## src/rtl/fbo_cfg.svh

```systemverilog
/*
 Constants for the parallel flash bus host controller: pin field positions,
 address widths, sector protect address bits and bus cycle timing counts.
 Assumes a 20 MHz mclk and an includer that uses these names only.
*/
`ifndef FBO_CFG_SVH
`define FBO_CFG_SVH

// ****************************************************************
// Clock and timing
// ****************************************************************
`define FBO_CLK_MHZ        20
`define FBO_ACC_NS         120
`define FBO_ACC_CYC        (((`FBO_ACC_NS) * (`FBO_CLK_MHZ) + 999) / 1000)
`define FBO_WP_NS          50
`define FBO_WP_CYC         (((`FBO_WP_NS) * (`FBO_CLK_MHZ) + 999) / 1000)
`define FBO_RP_NS          500
`define FBO_RP_CYC         (((`FBO_RP_NS) * (`FBO_CLK_MHZ) + 999) / 1000)
`define FBO_RH_NS          50
`define FBO_RH_CYC         (((`FBO_RH_NS) * (`FBO_CLK_MHZ) + 999) / 1000)
`define FBO_CNT_W          8

// ****************************************************************
// Address and data layout
// ****************************************************************
`define FBO_WADDR_W        20
`define FBO_BADDR_W        21
`define FBO_DATA_W         16
`define FBO_LANE_W         8
`define FBO_DQ15_BIT       15
`define FBO_A6_BIT         6
`define FBO_A1_BIT         1
`define FBO_A0_BIT         0

`endif

```

## src/rtl/fbo_pkg.sv

```systemverilog
/*
 Types for the parallel flash bus host controller.
 Assumes fbo_cfg.svh is on the include path.
*/
`include "fbo_cfg.svh"
package fbo_pkg;

   typedef enum logic [2:0]
   {
      FBO_OP_READ    = 3'h0,
      FBO_OP_WRITE   = 3'h1,
      FBO_OP_PROTECT = 3'h2,
      FBO_OP_UNPROT  = 3'h3,
      FBO_OP_RESET   = 3'h4
   } fbo_op_type;

   typedef enum logic [5:0]
   {
      FBO_ST_IDLE   = 6'b00_0001,
      FBO_ST_SETUP  = 6'b00_0010,
      FBO_ST_STROBE = 6'b00_0100,
      FBO_ST_HOLD   = 6'b00_1000,
      FBO_ST_RESET  = 6'b01_0000,
      FBO_ST_RECOV  = 6'b10_0000
   } fbo_state_type;

   typedef struct packed
   {
      fbo_state_type              st;
      fbo_op_type                 op;
      logic [`FBO_CNT_W-1:0]      cnt;
      logic [`FBO_BADDR_W-1:0]    addr;
      logic [`FBO_DATA_W-1:0]     wdata;
      logic                       byte_mode;
      logic [`FBO_DATA_W-1:0]     rdata;
      logic                       done;
      logic                       busy;
      logic                       rdy_s1;
      logic                       rdy_s2;
   } fbo_ctl_type;

endpackage : fbo_pkg

```

## src/rtl/fbo_pins_if.sv

```systemverilog
/*
 Interface carrying the flash pin drive bundle from the sequencer to the
 pin driver. Assumes both ends run on the same mclk.
*/
`timescale 1ns/10ps
`include "fbo_cfg.svh"
interface fbo_pins_if;
   logic                     ce_n;
   logic                     oe_n;
   logic                     we_n;
   logic                     reset_n;
   logic                     elevated_id_level;
   logic                     byte_mode;
   logic                     drive;
   logic [`FBO_BADDR_W-1:0]  addr;
   logic [`FBO_DATA_W-1:0]   wdata;
   modport seq (output ce_n, oe_n, we_n, reset_n, elevated_id_level,
                byte_mode, drive, addr, wdata);
   modport drv (input ce_n, oe_n, we_n, reset_n, elevated_id_level,
                byte_mode, drive, addr, wdata);
endinterface : fbo_pins_if

```

## src/rtl/fbo_host.sv

```systemverilog
/*
 Host controller for an asynchronous parallel flash: runs read, write,
 sector protect, sector unprotect and hardware reset cycles on the pins.
 Assumes a user that holds a request until it sees req_ready high.
*/
// Contract
// - Read cycle drives chip select and output gate low, write strobe high.
// - Command write drives write strobe and chip select low, output gate high.
// - In unlock-bypass mode host issues two program cycles, not four; host has no bypass mode and issues one write strobe per request.
// - Sector protect: elevated ID level, writes with A6 low, A1 high, A0 low.
// - Sector unprotect: same controls, A6 high, A1 high, A0 low.
`timescale 1ns/10ps
`include "fbo_cfg.svh"
module fbo_host
   import fbo_pkg::*;
(
   input  wire logic                     mclk,
   input  wire logic                     rst_n,
   input  wire logic                     req_valid,
   input  wire logic [2:0]               req_op,
   input  wire logic [`FBO_BADDR_W-1:0]  req_addr,
   input  wire logic [`FBO_DATA_W-1:0]   req_wdata,
   input  wire logic                     req_byte_mode,
   output logic                          req_ready,
   output logic                          rsp_valid,
   output logic [`FBO_DATA_W-1:0]        rsp_rdata,
   output logic                          dev_ready,
   output logic                          ce_n,
   output logic                          oe_n,
   output logic                          we_n,
   output logic                          reset_n,
   output logic                          elevated_id_level,
   output logic                          byte_n,
   output logic [`FBO_WADDR_W-1:0]       addr,
   output logic [`FBO_DATA_W-1:0]        dq_out,
   output logic [`FBO_DATA_W-1:0]        dq_oe,
   input  wire logic [`FBO_DATA_W-1:0]   dq_in,
   input  wire logic                     ready_busy_n
);

   fbo_pins_if  pins ();
   fbo_ctl_type ctl_r;
   fbo_ctl_type ctl_nxt;
   logic [`FBO_DATA_W-1:0] dq_s1_r;
   logic [`FBO_DATA_W-1:0] dq_s2_r;

   // ****************************************************************
   // Helpers
   // ****************************************************************
   function automatic logic is_prot_op(input fbo_op_type op);
      is_prot_op = (op == FBO_OP_PROTECT) || (op == FBO_OP_UNPROT);
   endfunction : is_prot_op

   function automatic logic is_write_op(input fbo_op_type op);
      is_write_op = (op == FBO_OP_WRITE) || is_prot_op(op);
   endfunction : is_write_op

   // Pins A6, A1, A0 sit one bit higher in a byte address
   function automatic logic [`FBO_BADDR_W-1:0] prot_addr(input logic [`FBO_BADDR_W-1:0] a,
                                                         input logic                     bm,
                                                         input logic                     a6);
      prot_addr = a;
      if (bm)
      begin
         prot_addr[`FBO_A6_BIT+1] = a6;
         prot_addr[`FBO_A1_BIT+1] = 1'b1;
         prot_addr[`FBO_A0_BIT+1] = 1'b0;
      end
      else
      begin
         prot_addr[`FBO_A6_BIT] = a6;
         prot_addr[`FBO_A1_BIT] = 1'b1;
         prot_addr[`FBO_A0_BIT] = 1'b0;
      end
   endfunction : prot_addr

   // ****************************************************************
   // Sequencer
   // ****************************************************************
   always_comb
   begin
      ctl_nxt        = ctl_r;
      ctl_nxt.done   = 1'b0;
      ctl_nxt.rdy_s1 = ready_busy_n;
      ctl_nxt.rdy_s2 = ctl_r.rdy_s1;
      case (ctl_r.st)
         FBO_ST_IDLE:
         begin
            ctl_nxt.busy = 1'b0;
            if (req_valid)
            begin
               ctl_nxt.op        = fbo_op_type'(req_op);
               ctl_nxt.addr      = req_addr;
               ctl_nxt.wdata     = req_wdata;
               ctl_nxt.byte_mode = req_byte_mode;
               ctl_nxt.busy      = 1'b1;
               ctl_nxt.cnt       = '0;
               if (fbo_op_type'(req_op) == FBO_OP_RESET)
               begin
                  ctl_nxt.st = FBO_ST_RESET;
               end
               else
               begin
                  ctl_nxt.st = FBO_ST_SETUP;
               end
               if (fbo_op_type'(req_op) == FBO_OP_PROTECT)
               begin
                  ctl_nxt.addr = prot_addr(req_addr, req_byte_mode, 1'b0);
               end
               else if (fbo_op_type'(req_op) == FBO_OP_UNPROT)
               begin
                  ctl_nxt.addr = prot_addr(req_addr, req_byte_mode, 1'b1);
               end
            end
         end
         FBO_ST_SETUP:
         begin
            ctl_nxt.st  = FBO_ST_STROBE;
            ctl_nxt.cnt = '0;
         end
         FBO_ST_STROBE:
         begin
            ctl_nxt.cnt = ctl_r.cnt + 1'b1;
            if (is_write_op(ctl_r.op))
            begin
               if (ctl_r.cnt == `FBO_CNT_W'(`FBO_WP_CYC - 1))
               begin
                  ctl_nxt.st = FBO_ST_HOLD;
               end
            end
            else if (ctl_r.cnt == `FBO_CNT_W'(`FBO_ACC_CYC + 1))
            begin
               // Two extra cycles cover the data synchroniser
               ctl_nxt.rdata = dq_s2_r;
               if (ctl_r.byte_mode)
               begin
                  ctl_nxt.rdata[`FBO_DATA_W-1:`FBO_LANE_W] = '0;
               end
               ctl_nxt.st = FBO_ST_HOLD;
            end
         end
         FBO_ST_HOLD:
         begin
            ctl_nxt.st   = FBO_ST_IDLE;
            ctl_nxt.done = 1'b1;
            ctl_nxt.busy = 1'b0;
         end
         FBO_ST_RESET:
         begin
            ctl_nxt.cnt = ctl_r.cnt + 1'b1;
            if (ctl_r.cnt == `FBO_CNT_W'(`FBO_RP_CYC - 1))
            begin
               ctl_nxt.st  = FBO_ST_RECOV;
               ctl_nxt.cnt = '0;
            end
         end
         FBO_ST_RECOV:
         begin
            ctl_nxt.cnt = ctl_r.cnt + 1'b1;
            if (ctl_r.cnt >= `FBO_CNT_W'(`FBO_RH_CYC - 1) && ctl_r.rdy_s2)
            begin
               ctl_nxt.st   = FBO_ST_IDLE;
               ctl_nxt.done = 1'b1;
               ctl_nxt.busy = 1'b0;
            end
         end
         default:
         begin
            ctl_nxt.st = FBO_ST_IDLE;
         end
      endcase
   end

   always_ff @(posedge mclk or negedge rst_n)
   begin
      if (!rst_n)
      begin
         ctl_r    <= '0;
         ctl_r.st <= FBO_ST_IDLE;
         dq_s1_r  <= '0;
         dq_s2_r  <= '0;
      end
      else
      begin
         ctl_r   <= ctl_nxt;
         dq_s1_r <= dq_in;
         dq_s2_r <= dq_s1_r;
      end
   end

   // ****************************************************************
   // Pin bundle
   // ****************************************************************
   always_comb
   begin
      // Idle is standby: chip select high, outputs left to float except DQ15 in byte mode
      pins.ce_n              = 1'b1;
      pins.oe_n              = 1'b1;
      pins.we_n              = 1'b1;
      pins.reset_n           = 1'b1;
      pins.elevated_id_level = 1'b0;
      pins.drive             = 1'b0;
      pins.byte_mode         = ctl_r.byte_mode;
      pins.addr              = ctl_r.addr;
      pins.wdata             = ctl_r.wdata;
      if (ctl_r.st == FBO_ST_RESET)
      begin
         pins.reset_n = 1'b0;
      end
      else if (ctl_r.st != FBO_ST_IDLE && ctl_r.st != FBO_ST_RECOV)
      begin
         pins.ce_n = 1'b0;
         if (is_write_op(ctl_r.op))
         begin
            // Commands reach the device latches only through write strobes
            pins.drive             = 1'b1;
            // One strobe per request: bypass programs take two requests
            pins.we_n              = (ctl_r.st != FBO_ST_STROBE);
            pins.elevated_id_level = is_prot_op(ctl_r.op);
         end
         else
         begin
            pins.oe_n = (ctl_r.st == FBO_ST_SETUP);
         end
      end
   end

   fbo_pin_drv u_drv
   (
      .mclk              (mclk),
      .rst_n             (rst_n),
      .pins              (pins),
      .ce_n              (ce_n),
      .oe_n              (oe_n),
      .we_n              (we_n),
      .reset_n           (reset_n),
      .elevated_id_level (elevated_id_level),
      .byte_n            (byte_n),
      .addr              (addr),
      .dq_out            (dq_out),
      .dq_oe             (dq_oe)
   );

   assign req_ready = ~ctl_r.busy;
   assign rsp_valid = ctl_r.done;
   assign rsp_rdata = ctl_r.rdata;
   assign dev_ready = ctl_r.rdy_s2;

endmodule : fbo_host

```

## src/rtl/fbo_pin_drv.sv

```systemverilog
/*
 Registers the flash pins from the sequencer bundle and maps the byte or
 word address onto the address pins and the shared top data pin.
 Assumes a sequencer on the same clock that never drives during reads.
*/
`timescale 1ns/10ps
`include "fbo_cfg.svh"
module fbo_pin_drv
   import fbo_pkg::*;
(
   input  wire logic                     mclk,
   input  wire logic                     rst_n,
   fbo_pins_if.drv                       pins,
   output logic                          ce_n,
   output logic                          oe_n,
   output logic                          we_n,
   output logic                          reset_n,
   output logic                          elevated_id_level,
   output logic                          byte_n,
   output logic [`FBO_WADDR_W-1:0]       addr,
   output logic [`FBO_DATA_W-1:0]        dq_out,
   output logic [`FBO_DATA_W-1:0]        dq_oe
);

   typedef struct packed
   {
      logic                     ce_n;
      logic                     oe_n;
      logic                     we_n;
      logic                     reset_n;
      logic                     vid;
      logic                     byte_n;
      logic [`FBO_WADDR_W-1:0]  addr;
      logic [`FBO_DATA_W-1:0]   dq_out;
      logic [`FBO_DATA_W-1:0]   dq_oe;
   } fbo_drv_type;

   fbo_drv_type drv_r;
   fbo_drv_type drv_nxt;

   // ****************************************************************
   // Pin mapping
   // ****************************************************************
   always_comb
   begin
      drv_nxt         = drv_r;
      drv_nxt.ce_n    = pins.ce_n;
      drv_nxt.oe_n    = pins.oe_n;
      drv_nxt.we_n    = pins.we_n;
      drv_nxt.reset_n = pins.reset_n;
      drv_nxt.vid     = pins.elevated_id_level;
      drv_nxt.byte_n  = ~pins.byte_mode;
      drv_nxt.dq_oe   = '0;
      drv_nxt.dq_out  = '0;
      if (pins.byte_mode)
      begin
         // Byte address: top data pin carries the lowest address bit
         drv_nxt.addr                  = pins.addr[`FBO_BADDR_W-1:1];
         drv_nxt.dq_out[`FBO_DQ15_BIT] = pins.addr[0];
         drv_nxt.dq_oe[`FBO_DQ15_BIT]  = 1'b1;
         if (pins.drive)
         begin
            drv_nxt.dq_out[`FBO_LANE_W-1:0] = pins.wdata[`FBO_LANE_W-1:0];
            drv_nxt.dq_oe[`FBO_LANE_W-1:0]  = '1;
         end
      end
      else
      begin
         drv_nxt.addr = pins.addr[`FBO_WADDR_W-1:0];
         if (pins.drive)
         begin
            drv_nxt.dq_out = pins.wdata;
            drv_nxt.dq_oe  = '1;
         end
      end
   end

   always_ff @(posedge mclk or negedge rst_n)
   begin
      if (!rst_n)
      begin
         drv_r         <= '0;
         drv_r.ce_n    <= 1'b1;
         drv_r.oe_n    <= 1'b1;
         drv_r.we_n    <= 1'b1;
         drv_r.byte_n  <= 1'b1;
      end
      else
      begin
         drv_r <= drv_nxt;
      end
   end

   assign ce_n              = drv_r.ce_n;
   assign oe_n              = drv_r.oe_n;
   assign we_n              = drv_r.we_n;
   assign reset_n           = drv_r.reset_n;
   assign elevated_id_level = drv_r.vid;
   assign byte_n            = drv_r.byte_n;
   assign addr              = drv_r.addr;
   assign dq_out            = drv_r.dq_out;
   assign dq_oe             = drv_r.dq_oe;

endmodule : fbo_pin_drv

```

## config.mk

```make
export PLATFORM = sky130hd
export DESIGN_NAME = fbo_host
export DESIGN_NICKNAME = d
export VERILOG_FILES = /design/src/rtl/fbo_pkg.sv /design/src/rtl/fbo_pins_if.sv /design/src/rtl/fbo_host.sv /design/src/rtl/fbo_pin_drv.sv
export VERILOG_INCLUDE_DIRS = /design/src /design/src/rtl
export SDC_FILE = /design/constraint.sdc
export NUM_CORES = 1
export LEC_CHECK = 0
export BUFFER_PORTS_ARGS = -buffer_cell sky130_fd_sc_hd__clkbuf_2
export CORE_MARGIN = 2
export CORE_UTILIZATION = 50
export CTS_BUF_LIST = sky130_fd_sc_hd__clkbuf_2
export DETAILED_ROUTE_END_ITERATION = 10
export GPL_TIMING_DRIVEN = 0
export PLACE_DENSITY = 0.78
export RECOVER_POWER = 50
export SKIP_CTS_REPAIR_TIMING = 1
export SLEW_MARGIN = 20
export SYNTH_ARGS = -nofsm -noshare
export SYNTH_HDL_FRONTEND = slang
export SYNTH_SLANG_ARGS = --single-unit
```

## constraint.sdc

```tcl
create_clock -name mclk -period 1.8 [get_ports mclk]
set_input_delay 0.09 -clock mclk [delete_from_list [all_inputs] [get_ports mclk]]
set_output_delay 0.09 -clock mclk [all_outputs]
set_load 0.01 [all_outputs]
```

==> flow_metrics.py, run 1 <==
metrics = {
    "run_status": {
        "status": "finished, violations left",
        "violations": "negative setup slack",
    },
    "floorplan": {
        "coreArea_mm2": 0.01147,
        "die_h_um": 112.5,
        "dieArea_mm2": 0.01266,
        "die_w_um": 112.5,
        "std_cell_rows": 39,
        "io_pins": 138,
        "start_util": 0.5134,
    },
    "cts": {
        "path_clk_slew_ns": 0.19,
        "cts.sinks": 152,
        "cts-htree-levels": 4,
        "cts_buffer_depth": 2,
        "numCtsBuffers": 17,
        "cts_tree": "built",
        "insertion_delay_ns": 0.73,
        "cts-root-buf": "clkbuf_2",
    },
    "timing": {
        "min_period_ns": 1.857,
        "finalClockSkew_ns": 0.04235,
        "fmax_ghz": 0.5385,
        "hold_violations": 0,
        "layout_setup_ws_ns": -0.05684,
        "grt_setup_unrepaired": "true",
        "drv_slew": 0,
        "finalCritPeriodShare": 1.032,
        "finalSetupViolations": 16,
        "relSlewSlack": 0.4148,
        "setup_tns_ns": -0.5767,
        "worst_slew_pin_slew_ns": 0.8778,
    },
    "setup_path": {
        "worst-path-max-fanout": 8,
        "start_kind": "flop",
        "path_class": "reg -> reg",
        "critPathArrivalTime_ns": 2.47,
        "ff2ff_setup_slack_ns": -0.06,
        "critPathCaptureType": "flop",
        "crit_required_ns": 2.41,
    },
    "cells_and_area": {
        "finalNonFillerCells": 843,
        "final_core_util": 0.7161,
        "drive_above_1_share": 0.4607,
        "area_delta_synth_final_pct": 39.49,
        "fin_nets": 750,
    },
    "global_route": {
        "antenna_found_initial": 1,
        "grt.total_usage": 0.1843,
        "grt_pass1_vias": 3803,
        "grt_max_degree": 101,
        "grt_overflow": 0,
        "grt_pass1_wl_mm": 18.10,
    },
    "synthesis": {
        "synthFlopType": "dfrtp_1",
        "synth_cell_types": 45,
        "netlist_top_cells_area": "dfrtp_1, mux2_2, buf_4",
        "synth_edf_count": 0,
        "synth_seq_cells": 152,
        "ys_warn_count": 0,
        "synth.top_cell.area_share": 0.6249,
        "synth_common_cells": "dfrtp_1, mux2_2, buf_4",
        "yosys.area.top_type": "dfrtp_1",
        "synth_area_mm2": 0.005887,
        "synth_most_common_cell": "dfrtp_1",
        "synth_area_per_cell_um2": 13.69,
        "synthArstFlopShare": 1.000,
        "ys_seq_area_frac": 0.6472,
        "syn_nets": 494,
        "syn_inst": 430,
    },
    "routing": {
        "wl_mm": 13.51,
        "first_pass_iters": 4,
        "routedWlPerCell_um": 16.03,
        "ant_nets": 0,
        "drc": 0,
        "drt_iter0_markers": 345,
        "num_vias": 4286,
        "viasPerCell": 5.084,
    },
    "pwr": {
        "power_density_mw_per_mm2": 1404,
        "ir_drop_mv": 0.9300,
        "p_leak_nw": 4.078,
    },
    "placement": {
        "dp_hpwl_mm": 7.759,
        "portBuffers": 137,
        "place_inst": 711,
        "gp_congestion": 0.7871,
    },
    "flow_run": {
        "drv_cap": 0,
    },
    "worst_hold_path": {
        "hold_class": "in -> reg",
    },
}
[metal layers]
metal / vias to the layer above / wire length, um / GRT usage
li1: 1970 / - / -
met1: 2125 / 5357 / 0.2251
met2: 160 / 7089 / 0.3044
met3: 31 / 708 / 0.04914
met4: 0 / 357 / 0.09187
met5: - / 0 / 0
[cells in the final DEF, fill, tap and decap left out, drive strengths merged, types with 2 or more instances in the layout]
master,count
clkbuf,163
dfrtp,147
dlygate4sd3,81
mux2,66
buf,58
o21ai,28
inv,19
and2,17
nand2,16
nor2,12
o41ai,9
clkinv,9
nor2b,6
o22ai,6
nor3,6
nand3,5
dfstp,5
nor3b,5
a21oi,4
bufinv,4
nor4,4
o21a,3
ha,3
xor2,2
mux2i,2
nand2b,2
o311a,2
xnor2,2
o21bai,2
or4,2
nand4,2
or4b,2
[layout make-up]
class                      count  area (um^2)
sequential                   152         3816
fill                         732         3256
multi-input combinational    213         1873
timing repair buffer         239         1693
buffer                        44        322.8
tap                          143        178.9
clock inverter                13        158.9
clock buffer                  19        95.09
inverter                      19        71.32
antenna                        1        2.502
[state kept, by name, indices dropped and copies added, names as in the netlist]
register                 flops
pins.wdata                  16
u_drv.elevated_id_level      1
u_drv.we_n                   1
rsp_rdata                   16
u_drv.byte_n                 1
dq_s2_r                     16
pins.addr                   21
dev_ready                    1
u_drv.dq_oe                  3
ctl_nxt                      1
pins.byte_mode               1
u_drv.addr                  20
rsp_valid                    1
u_drv.dq_out                16
dq_s1_r                     16
u_drv.oe_n                   1
u_drv.reset_n                1
u_drv.ce_n                   1
ctl_r                       18
[critical path, stage by stage, from the launching register on]
cell	delay [ns]
dfrtp_1	0.44
buf_6	0.15
or4b_4	0.53
o311a_4	0.15
o31ai_4	0.25
buf_6	0.17
o21ai_1	0.07
[kinds of logic (layout without fill, tap and decap cells)]
logic type | Yosys count | in the layout | share of synthesized area
DFF | 152 | 152 | 0.6472
and+or+nand+nor | 80 | 80 | 0.08055
muxes | 68 | 68 | 0.1296
buffers and inverters | 65 | 334 | 0.06334
AOI/OAI and AO/OA | 58 | 58 | 0.06695
xor gates and xnor gates | 4 | 4 | 0.005952
adders and majority gates | 3 | 3 | 0.006377
other | 0 | 1 | 0
[power breakdown]
part	total (mW)	internal [mW]	switching, mW
Sequential	5.07	4.48	0.582
Clock	2.03	0.893	1.13
Combinational	4.44	2.33	2.11
[stage by stage]
stage / hold WS, ns / power, mW / worst slack (ns) / cell area [um^2]
6_report: 0.04006 / 11.53 / -0.05684 / 8212
5_1_grt: -0.01639 / 12.19 / -0.1123 / 8212
4_1_cts: -0.7461 / 10.77 / -0.2789 / 7042
3_5_place_dp: 0.07694 / 8.789 / -0.2303 / 6788
3_3_place_gp: 0.1976 / 8.589 / -1.764 / 6751
2_1_floorplan: -0.2056 / 7.472 / 0.06009 / 5887
[path summary, 6_finish.rpt]
check                            start        endpoint  cells after the start
max                          ctl_r[70]       ctl_r[64]                      6
min                          dq_in[15]     dq_s1_r[15]                      2
max reg2reg                  ctl_r[70]       ctl_r[64]                      6
min reg2reg                dq_s1_r[11]     dq_s2_r[11]                      0
max in group asynchronous        rst_n  pins.wdata[13]                      4
min in group asynchronous        rst_n    pins.addr[6]                      3
No activity file was read; power rests on OpenSTA's default activity.
==> run 2, diff against run 1 <==
--- a/config.mk
+++ b/config.mk
@@ -8,11 +8,11 @@
 export LEC_CHECK = 0
 export BUFFER_PORTS_ARGS = -buffer_cell sky130_fd_sc_hd__clkbuf_2
 export CORE_MARGIN = 2
-export CORE_UTILIZATION = 50
+export CORE_UTILIZATION = 46
 export CTS_BUF_LIST = sky130_fd_sc_hd__clkbuf_2
 export DETAILED_ROUTE_END_ITERATION = 10
 export GPL_TIMING_DRIVEN = 0
-export PLACE_DENSITY = 0.78
+export PLACE_DENSITY = 0.77
 export RECOVER_POWER = 50
 export SKIP_CTS_REPAIR_TIMING = 1
 export SLEW_MARGIN = 20
==> run 2 against run 1 <==
Net effect:
- the flow still finishes with violations (negative setup slack)
- non-clock buffer count increased by 2
- hold slack improved by 0.037 ns
- sequential power about the same
- largest power group unchanged
==> flow_metrics.py, run 2 (synthesis results as in run 1) <==
metrics = {
    "floorplan": {
        "die_w_um": 117.1,
        "die_h_um": 117.1,
        "coreArea_mm2": 0.01257,
        "std_cell_rows": 41,
        "io_pins": 138,
        "start_util": 0.4684,
        "dieArea_mm2": 0.01372,
    },
    "setup_path": {
        "critPathArrivalTime_ns": 2.48,
        "path_class": "reg -> reg",
        "crit_required_ns": 2.42,
        "start_kind": "flop",
        "ff2ff_setup_slack_ns": -0.07,
        "critPathCaptureType": "flop",
        "worst-path-max-fanout": 8,
    },
    "placement": {
        "gp_congestion": 0.8140,
        "portBuffers": 137,
        "dp_hpwl_mm": 7.711,
        "place_inst": 740,
    },
    "cts": {
        "cts-htree-levels": 4,
        "insertion_delay_ns": 0.74,
        "cts_buffer_depth": 2,
        "cts_tree": "built",
        "path_clk_slew_ns": 0.19,
        "cts.sinks": 152,
        "cts-root-buf": "clkbuf_2",
        "numCtsBuffers": 17,
    },
    "timing": {
        "finalCritPeriodShare": 1.036,
        "hold_slack_ns": 0.07668,
        "layout_setup_ws_ns": -0.06507,
        "min_period_ns": 1.865,
        "drv_slew": 0,
        "worst_slew_pin_slew_ns": 0.8577,
        "finalSetupViolations": 10,
        "setup_tns_ns": -0.4348,
        "relSlewSlack": 0.4282,
        "finalClockSkew_ns": 0.03699,
        "fmax_ghz": 0.5362,
        "hold_violations": 0,
        "grt_setup_unrepaired": "true",
    },
    "flow_run": {
        "drv_cap": 0,
    },
    "pwr": {
        "power_density_mw_per_mm2": 1425,
        "ir_drop_mv": 0.7042,
        "p_leak_nw": 4.061,
        "finalPower_mw": 11.77,
    },
    "routing": {
        "drt_iter0_markers": 268,
        "wl_mm": 12.92,
        "drc": 0,
        "num_vias": 4186,
        "routedWlPerCell_um": 14.85,
        "viasPerCell": 4.811,
        "first_pass_iters": 4,
        "ant_nets": 0,
    },
    "cells_and_area": {
        "nFillCells": 872,
        "final_core_util": 0.6570,
        "drive_above_1_share": 0.4570,
        "diodes": 0,
        "layout_common_cells": "clkbuf_2, dfrtp_1, dlygate4sd3_1",
        "fin_nets": 752,
        "area_delta_synth_final_pct": 40.28,
        "finalNonFillerCells": 870,
        "final_common_cell": "clkbuf_2",
        "largest_register_ffs": 21,
    },
    "global_route": {
        "grt_pass1_wl_mm": 16.95,
        "antenna_found_initial": 0,
        "grt_pass1_vias": 3521,
        "grt_overflow": 0,
        "grt.total_usage": 0.1667,
        "grt_max_degree": 99,
    },
    "worst_hold_path": {
        "hold_class": "in -> reg",
    },
    "run_status": {
        "status": "finished, violations left",
        "violations": "negative setup slack",
    },
}
## run 2: cell types whose count changed in the layout (fill, tap and decap cells not counted), moves of 2 or more
cell / before / now
bufinv_16: 4 / 7
nor2_2: 2 / 0
buf_4: 46 / 48
nor2_1: 9 / 11
o21ai_2: 3 / 1
clkinv_1: 5 / 1
o22ai_2: 5 / 2
o22ai_1: 1 / 4
## run 2: per-stage QoR
| step | cell area [um^2] | setup WS (ns) |
|---|---|---|
| after floorplan | 5887 | 0.06009 |
| after global placement | 6788 | -1.736 |
| after detailed placement | 6824 | -0.2434 |
| after CTS | 7143 | -0.2869 |
| after global routing | 8258 | -0.1061 |
| final | 8258 | -0.06507 |
## run 2: worst paths after layout
path	startpoint	to	depth (start not counted)
min in group asynchronous	rst_n	dq_s2_r[14]	3
setup reg to reg	ctl_r[71]	ctl_r[63]	6
hold reg to reg	dq_s1_r[15]	dq_s2_r[15]	0
max in group asynchronous	rst_n	ctl_r[73]	4
setup / recovery	ctl_r[71]	ctl_r[63]	6
hold / removal	req_valid	ctl_r[69]	3
## run 2: power by group
part,total (mW),internal [mW],switching (mW)
Combinational,4.29,2.27,2.01
Clock,2.42,1.30,1.11
Sequential,5.06,4.48,0.581
## run 2: final cells by class
type	count	area, um^2	share of cell area
flip-flops and latches	152	3817	0.4623
multi-input cells	213	1817	0.2200
repair buffers	241	1695	0.2053
plain buffers	44	322.8	0.03909
clock inverters	11	229.0	0.02773
well taps	172	215.2	0.02606
clock buffers	18	90.09	0.01091
inverters	19	71.32	0.008636
## run 2: critical path, stage by stage (launching register included)
cell	delay, ns
dfrtp_1	0.44
buf_4	0.15
or4b_4	0.54
o311a_4	0.16
o31ai_4	0.25
buf_6	0.17
o21ai_1	0.07
## run 2: metal layers
layer / GRT usage / vias up / part of all wire
met1: 0.2047 / 2069 / 0.40
met3: 0.05149 / 27 / 0.044
met4: 0.07373 / 0 / 0.024
li1: - / 1974 / -
met5: 0 / - / 0
met2: 0.2732 / 116 / 0.53
==> run 3, diff against run 2 <==
==> constraint.sdc (replaced) <==
create_clock -name mclk -period 1.8 [get_ports mclk]
set_input_delay 0 -clock mclk [delete_from_list [all_inputs] [get_ports mclk]]
set_output_delay 0 -clock mclk [all_outputs]
set_load 0.01 [all_outputs]
==> run 3 against run 2 <==
Net effect:
- the flow still finishes with violations (negative setup slack)
- combinational power about the same
- design area is 2.2% higher
- maximum frequency down 0.31%
- critical path depth stayed put
- clock power about the same
- die area is the same
- first-iteration DRC count increased by 27%
- via count grew 3.1%
- largest power group unchanged
- setup slack worse by 0.0058 ns
- global-route usage unchanged
- non-clock buffer count increased by 18
- clock-buffer cell count stayed put
==> flow_metrics.py, run 3 (synthesis results as in run 1) <==
metrics = {
    "run_status": {
        "status": "finished, violations left",
        "violations": "negative setup slack",
    },
    "timing": {
        "drv_slew": 0,
        "fmax_ghz": 0.5345,
        "finalClockSkew_ns": 0.02661,
        "min_period_ns": 1.871,
        "worst_slew_pin_slew_ns": 0.8793,
        "finalSetupViolations": 20,
        "relSlewSlack": 0.4138,
        "layout_setup_ws_ns": -0.07088,
        "hold_violations": 0,
        "grt_setup_unrepaired": "true",
        "setup_tns_ns": -0.6616,
        "finalCritPeriodShare": 1.039,
    },
    "global_route": {
        "antenna_found_initial": 0,
        "grt.total_usage": 0.1667,
        "grt_max_degree": 99,
        "grt_overflow": 0,
        "grt_pass1_vias": 3521,
        "grt_pass1_wl_mm": 16.95,
    },
    "setup_path": {
        "rr_endpoint": "ctl_r[63]",
        "cp-endpoint": "ctl_r[63]",
        "r2r_cells": 6,
        "r2r_start": "ctl_r[71]",
        "worst-path-max-fanout": 8,
        "critPathSlowestCell": "or4b_4",
        "path_cells": "buf_4 -> or4b_4 -> o311a_4 -> o31ai_4 -> buf_6 -> o21ai_1",
        "crit_required_ns": 2.41,
        "critPathArrivalTime_ns": 2.48,
        "ff2ff_setup_slack_ns": -0.07,
        "crit_start": "ctl_r[71]",
        "slowest_delay_ns": 0.54,
        "critPathCaptureType": "flop",
        "path_class": "reg -> reg",
        "start_kind": "flop",
    },
    "floorplan": {
        "dieArea_mm2": 0.01372,
        "die_h_um": 117.1,
        "die_w_um": 117.1,
        "std_cell_rows": 41,
        "io_pins": 138,
        "coreArea_mm2": 0.01257,
        "start_util": 0.4684,
    },
    "cts": {
        "cts-htree-levels": 4,
        "path_clk_slew_ns": 0.18,
        "cts-root-buf": "clkbuf_2",
        "cts_tree": "built",
        "cts_buffer_depth": 2,
        "numCtsBuffers": 17,
        "cts.sinks": 152,
        "insertion_delay_ns": 0.73,
    },
    "cells_and_area": {
        "largest_register_ffs": 21,
        "drive_above_1_share": 0.4455,
        "stdcell_area_mm2": 0.008438,
        "final_common_cell": "clkbuf_2",
        "area_delta_synth_final_pct": 43.34,
        "final_core_util": 0.6714,
        "finalNonFillerCells": 888,
        "layout_common_cells": "clkbuf_2, dfrtp_1, dlygate4sd3_1",
        "diodes": 0,
        "fin_nets": 770,
    },
    "worst_hold_path": {
        "hold_class": "in -> reg",
        "hold_path_startpoint": "req_addr[13]",
    },
    "pwr": {
        "p_leak_nw": 4.137,
        "switching_power_mw": 3.726,
        "internal_power_mw": 8.088,
        "ir_drop_mv": 0.7227,
        "clkPwrFrac": 0.205,
        "power_density_mw_per_mm2": 1400,
        "combPwrFrac": 0.366,
        "p_seq_frac": 0.429,
        "p_sw_frac": 0.3154,
    },
    "placement": {
        "place_area_mm2": 0.006824,
        "gp_congestion": 0.8140,
        "dp_hpwl_mm": 7.711,
        "portBuffers": 137,
        "preCtsSetupSlack_ns": -0.2434,
        "place_inst": 740,
    },
    "routing": {
        "drt_iter0_markers": 340,
        "first_pass_iters": 4,
        "num_vias": 4316,
        "drc": 0,
        "wl_mm": 13.21,
        "viasPerCell": 4.860,
        "routedWlPerCell_um": 14.88,
        "ant_nets": 0,
    },
    "flow_run": {
        "drv_cap": 0,
    },
}
==> run 3: cell types whose count changed in the layout (fill, tap and decap cells not counted), sizes merged <==
cell and delta:
dlygate4sd3 +18
==> run 3: area by class of cell <==
| class | instances | area [um^2] |
|---|---|---|
| multi-input combinational | 213 | 1817 |
| clock inverter | 11 | 229.0 |
| sequential | 152 | 3817 |
| inverter | 19 | 71.32 |
| clock buffer | 18 | 90.09 |
| fill | 851 | 4130 |
| timing repair buffer | 259 | 1876 |
| buffer | 44 | 322.8 |
| tap | 172 | 215.2 |
==> run 3: worst min-delay path by stage <==
stage                               end  cells after the start  slack (ns)
after floorplan              ctl_nxt[0]                      0       -0.30
after global placement       dq_s1_r[8]                      1        0.11
after detailed placement     dq_s1_r[9]                      1       -0.02
after CTS                   dq_s2_r[14]                      1       -0.84
after global routing      pins.addr[13]                      3      -0.002
final                     pins.addr[13]                      3        0.04
==> run 3: critical path: cells and delay by family, from the launching register on <==
| family | cells | cell delay, ns |
|---|---|---|
| AO/OA/AOI/OAI | 3 | 0.48 |
| buffers and inverters | 2 | 0.32 |
| flip-flops | 1 | 0.44 |
| AND/OR/NAND/NOR | 1 | 0.54 |
==> run 3: routing by layer <==
layer,share of wire,global-route usage
met5,0,0
met4,0.029,0.07373
met3,0.048,0.05149
met2,0.53,0.2732
met1,0.39,0.2047
==> run 3: through the flow <==
| stage | hold WS, ns | total power, mW |
|---|---|---|
| after floorplan | -0.2956 | 7.472 |
| after global placement | 0.1080 | 8.597 |
| after detailed placement | -0.01796 | 8.746 |
| after CTS | -0.8372 | 11.17 |
| after global routing | -0.002193 | 12.53 |
| final | 0.04126 | 11.81 |
==> run 3: power groups by stage <==
| stage | logic (mW) | registers [mW] | clock network [mW] |
|---|---|---|---|
| global route | 4.72 | 5.19 | 2.62 |
| floorplan | 2.30 | 5.17 | 0 |
| CTS | 3.69 | 5.00 | 2.48 |
| global placement | 3.57 | 5.02 | 0 |
| detailed placement | 3.67 | 5.07 | 0 |
| finish | 4.32 | 5.07 | 2.42 |
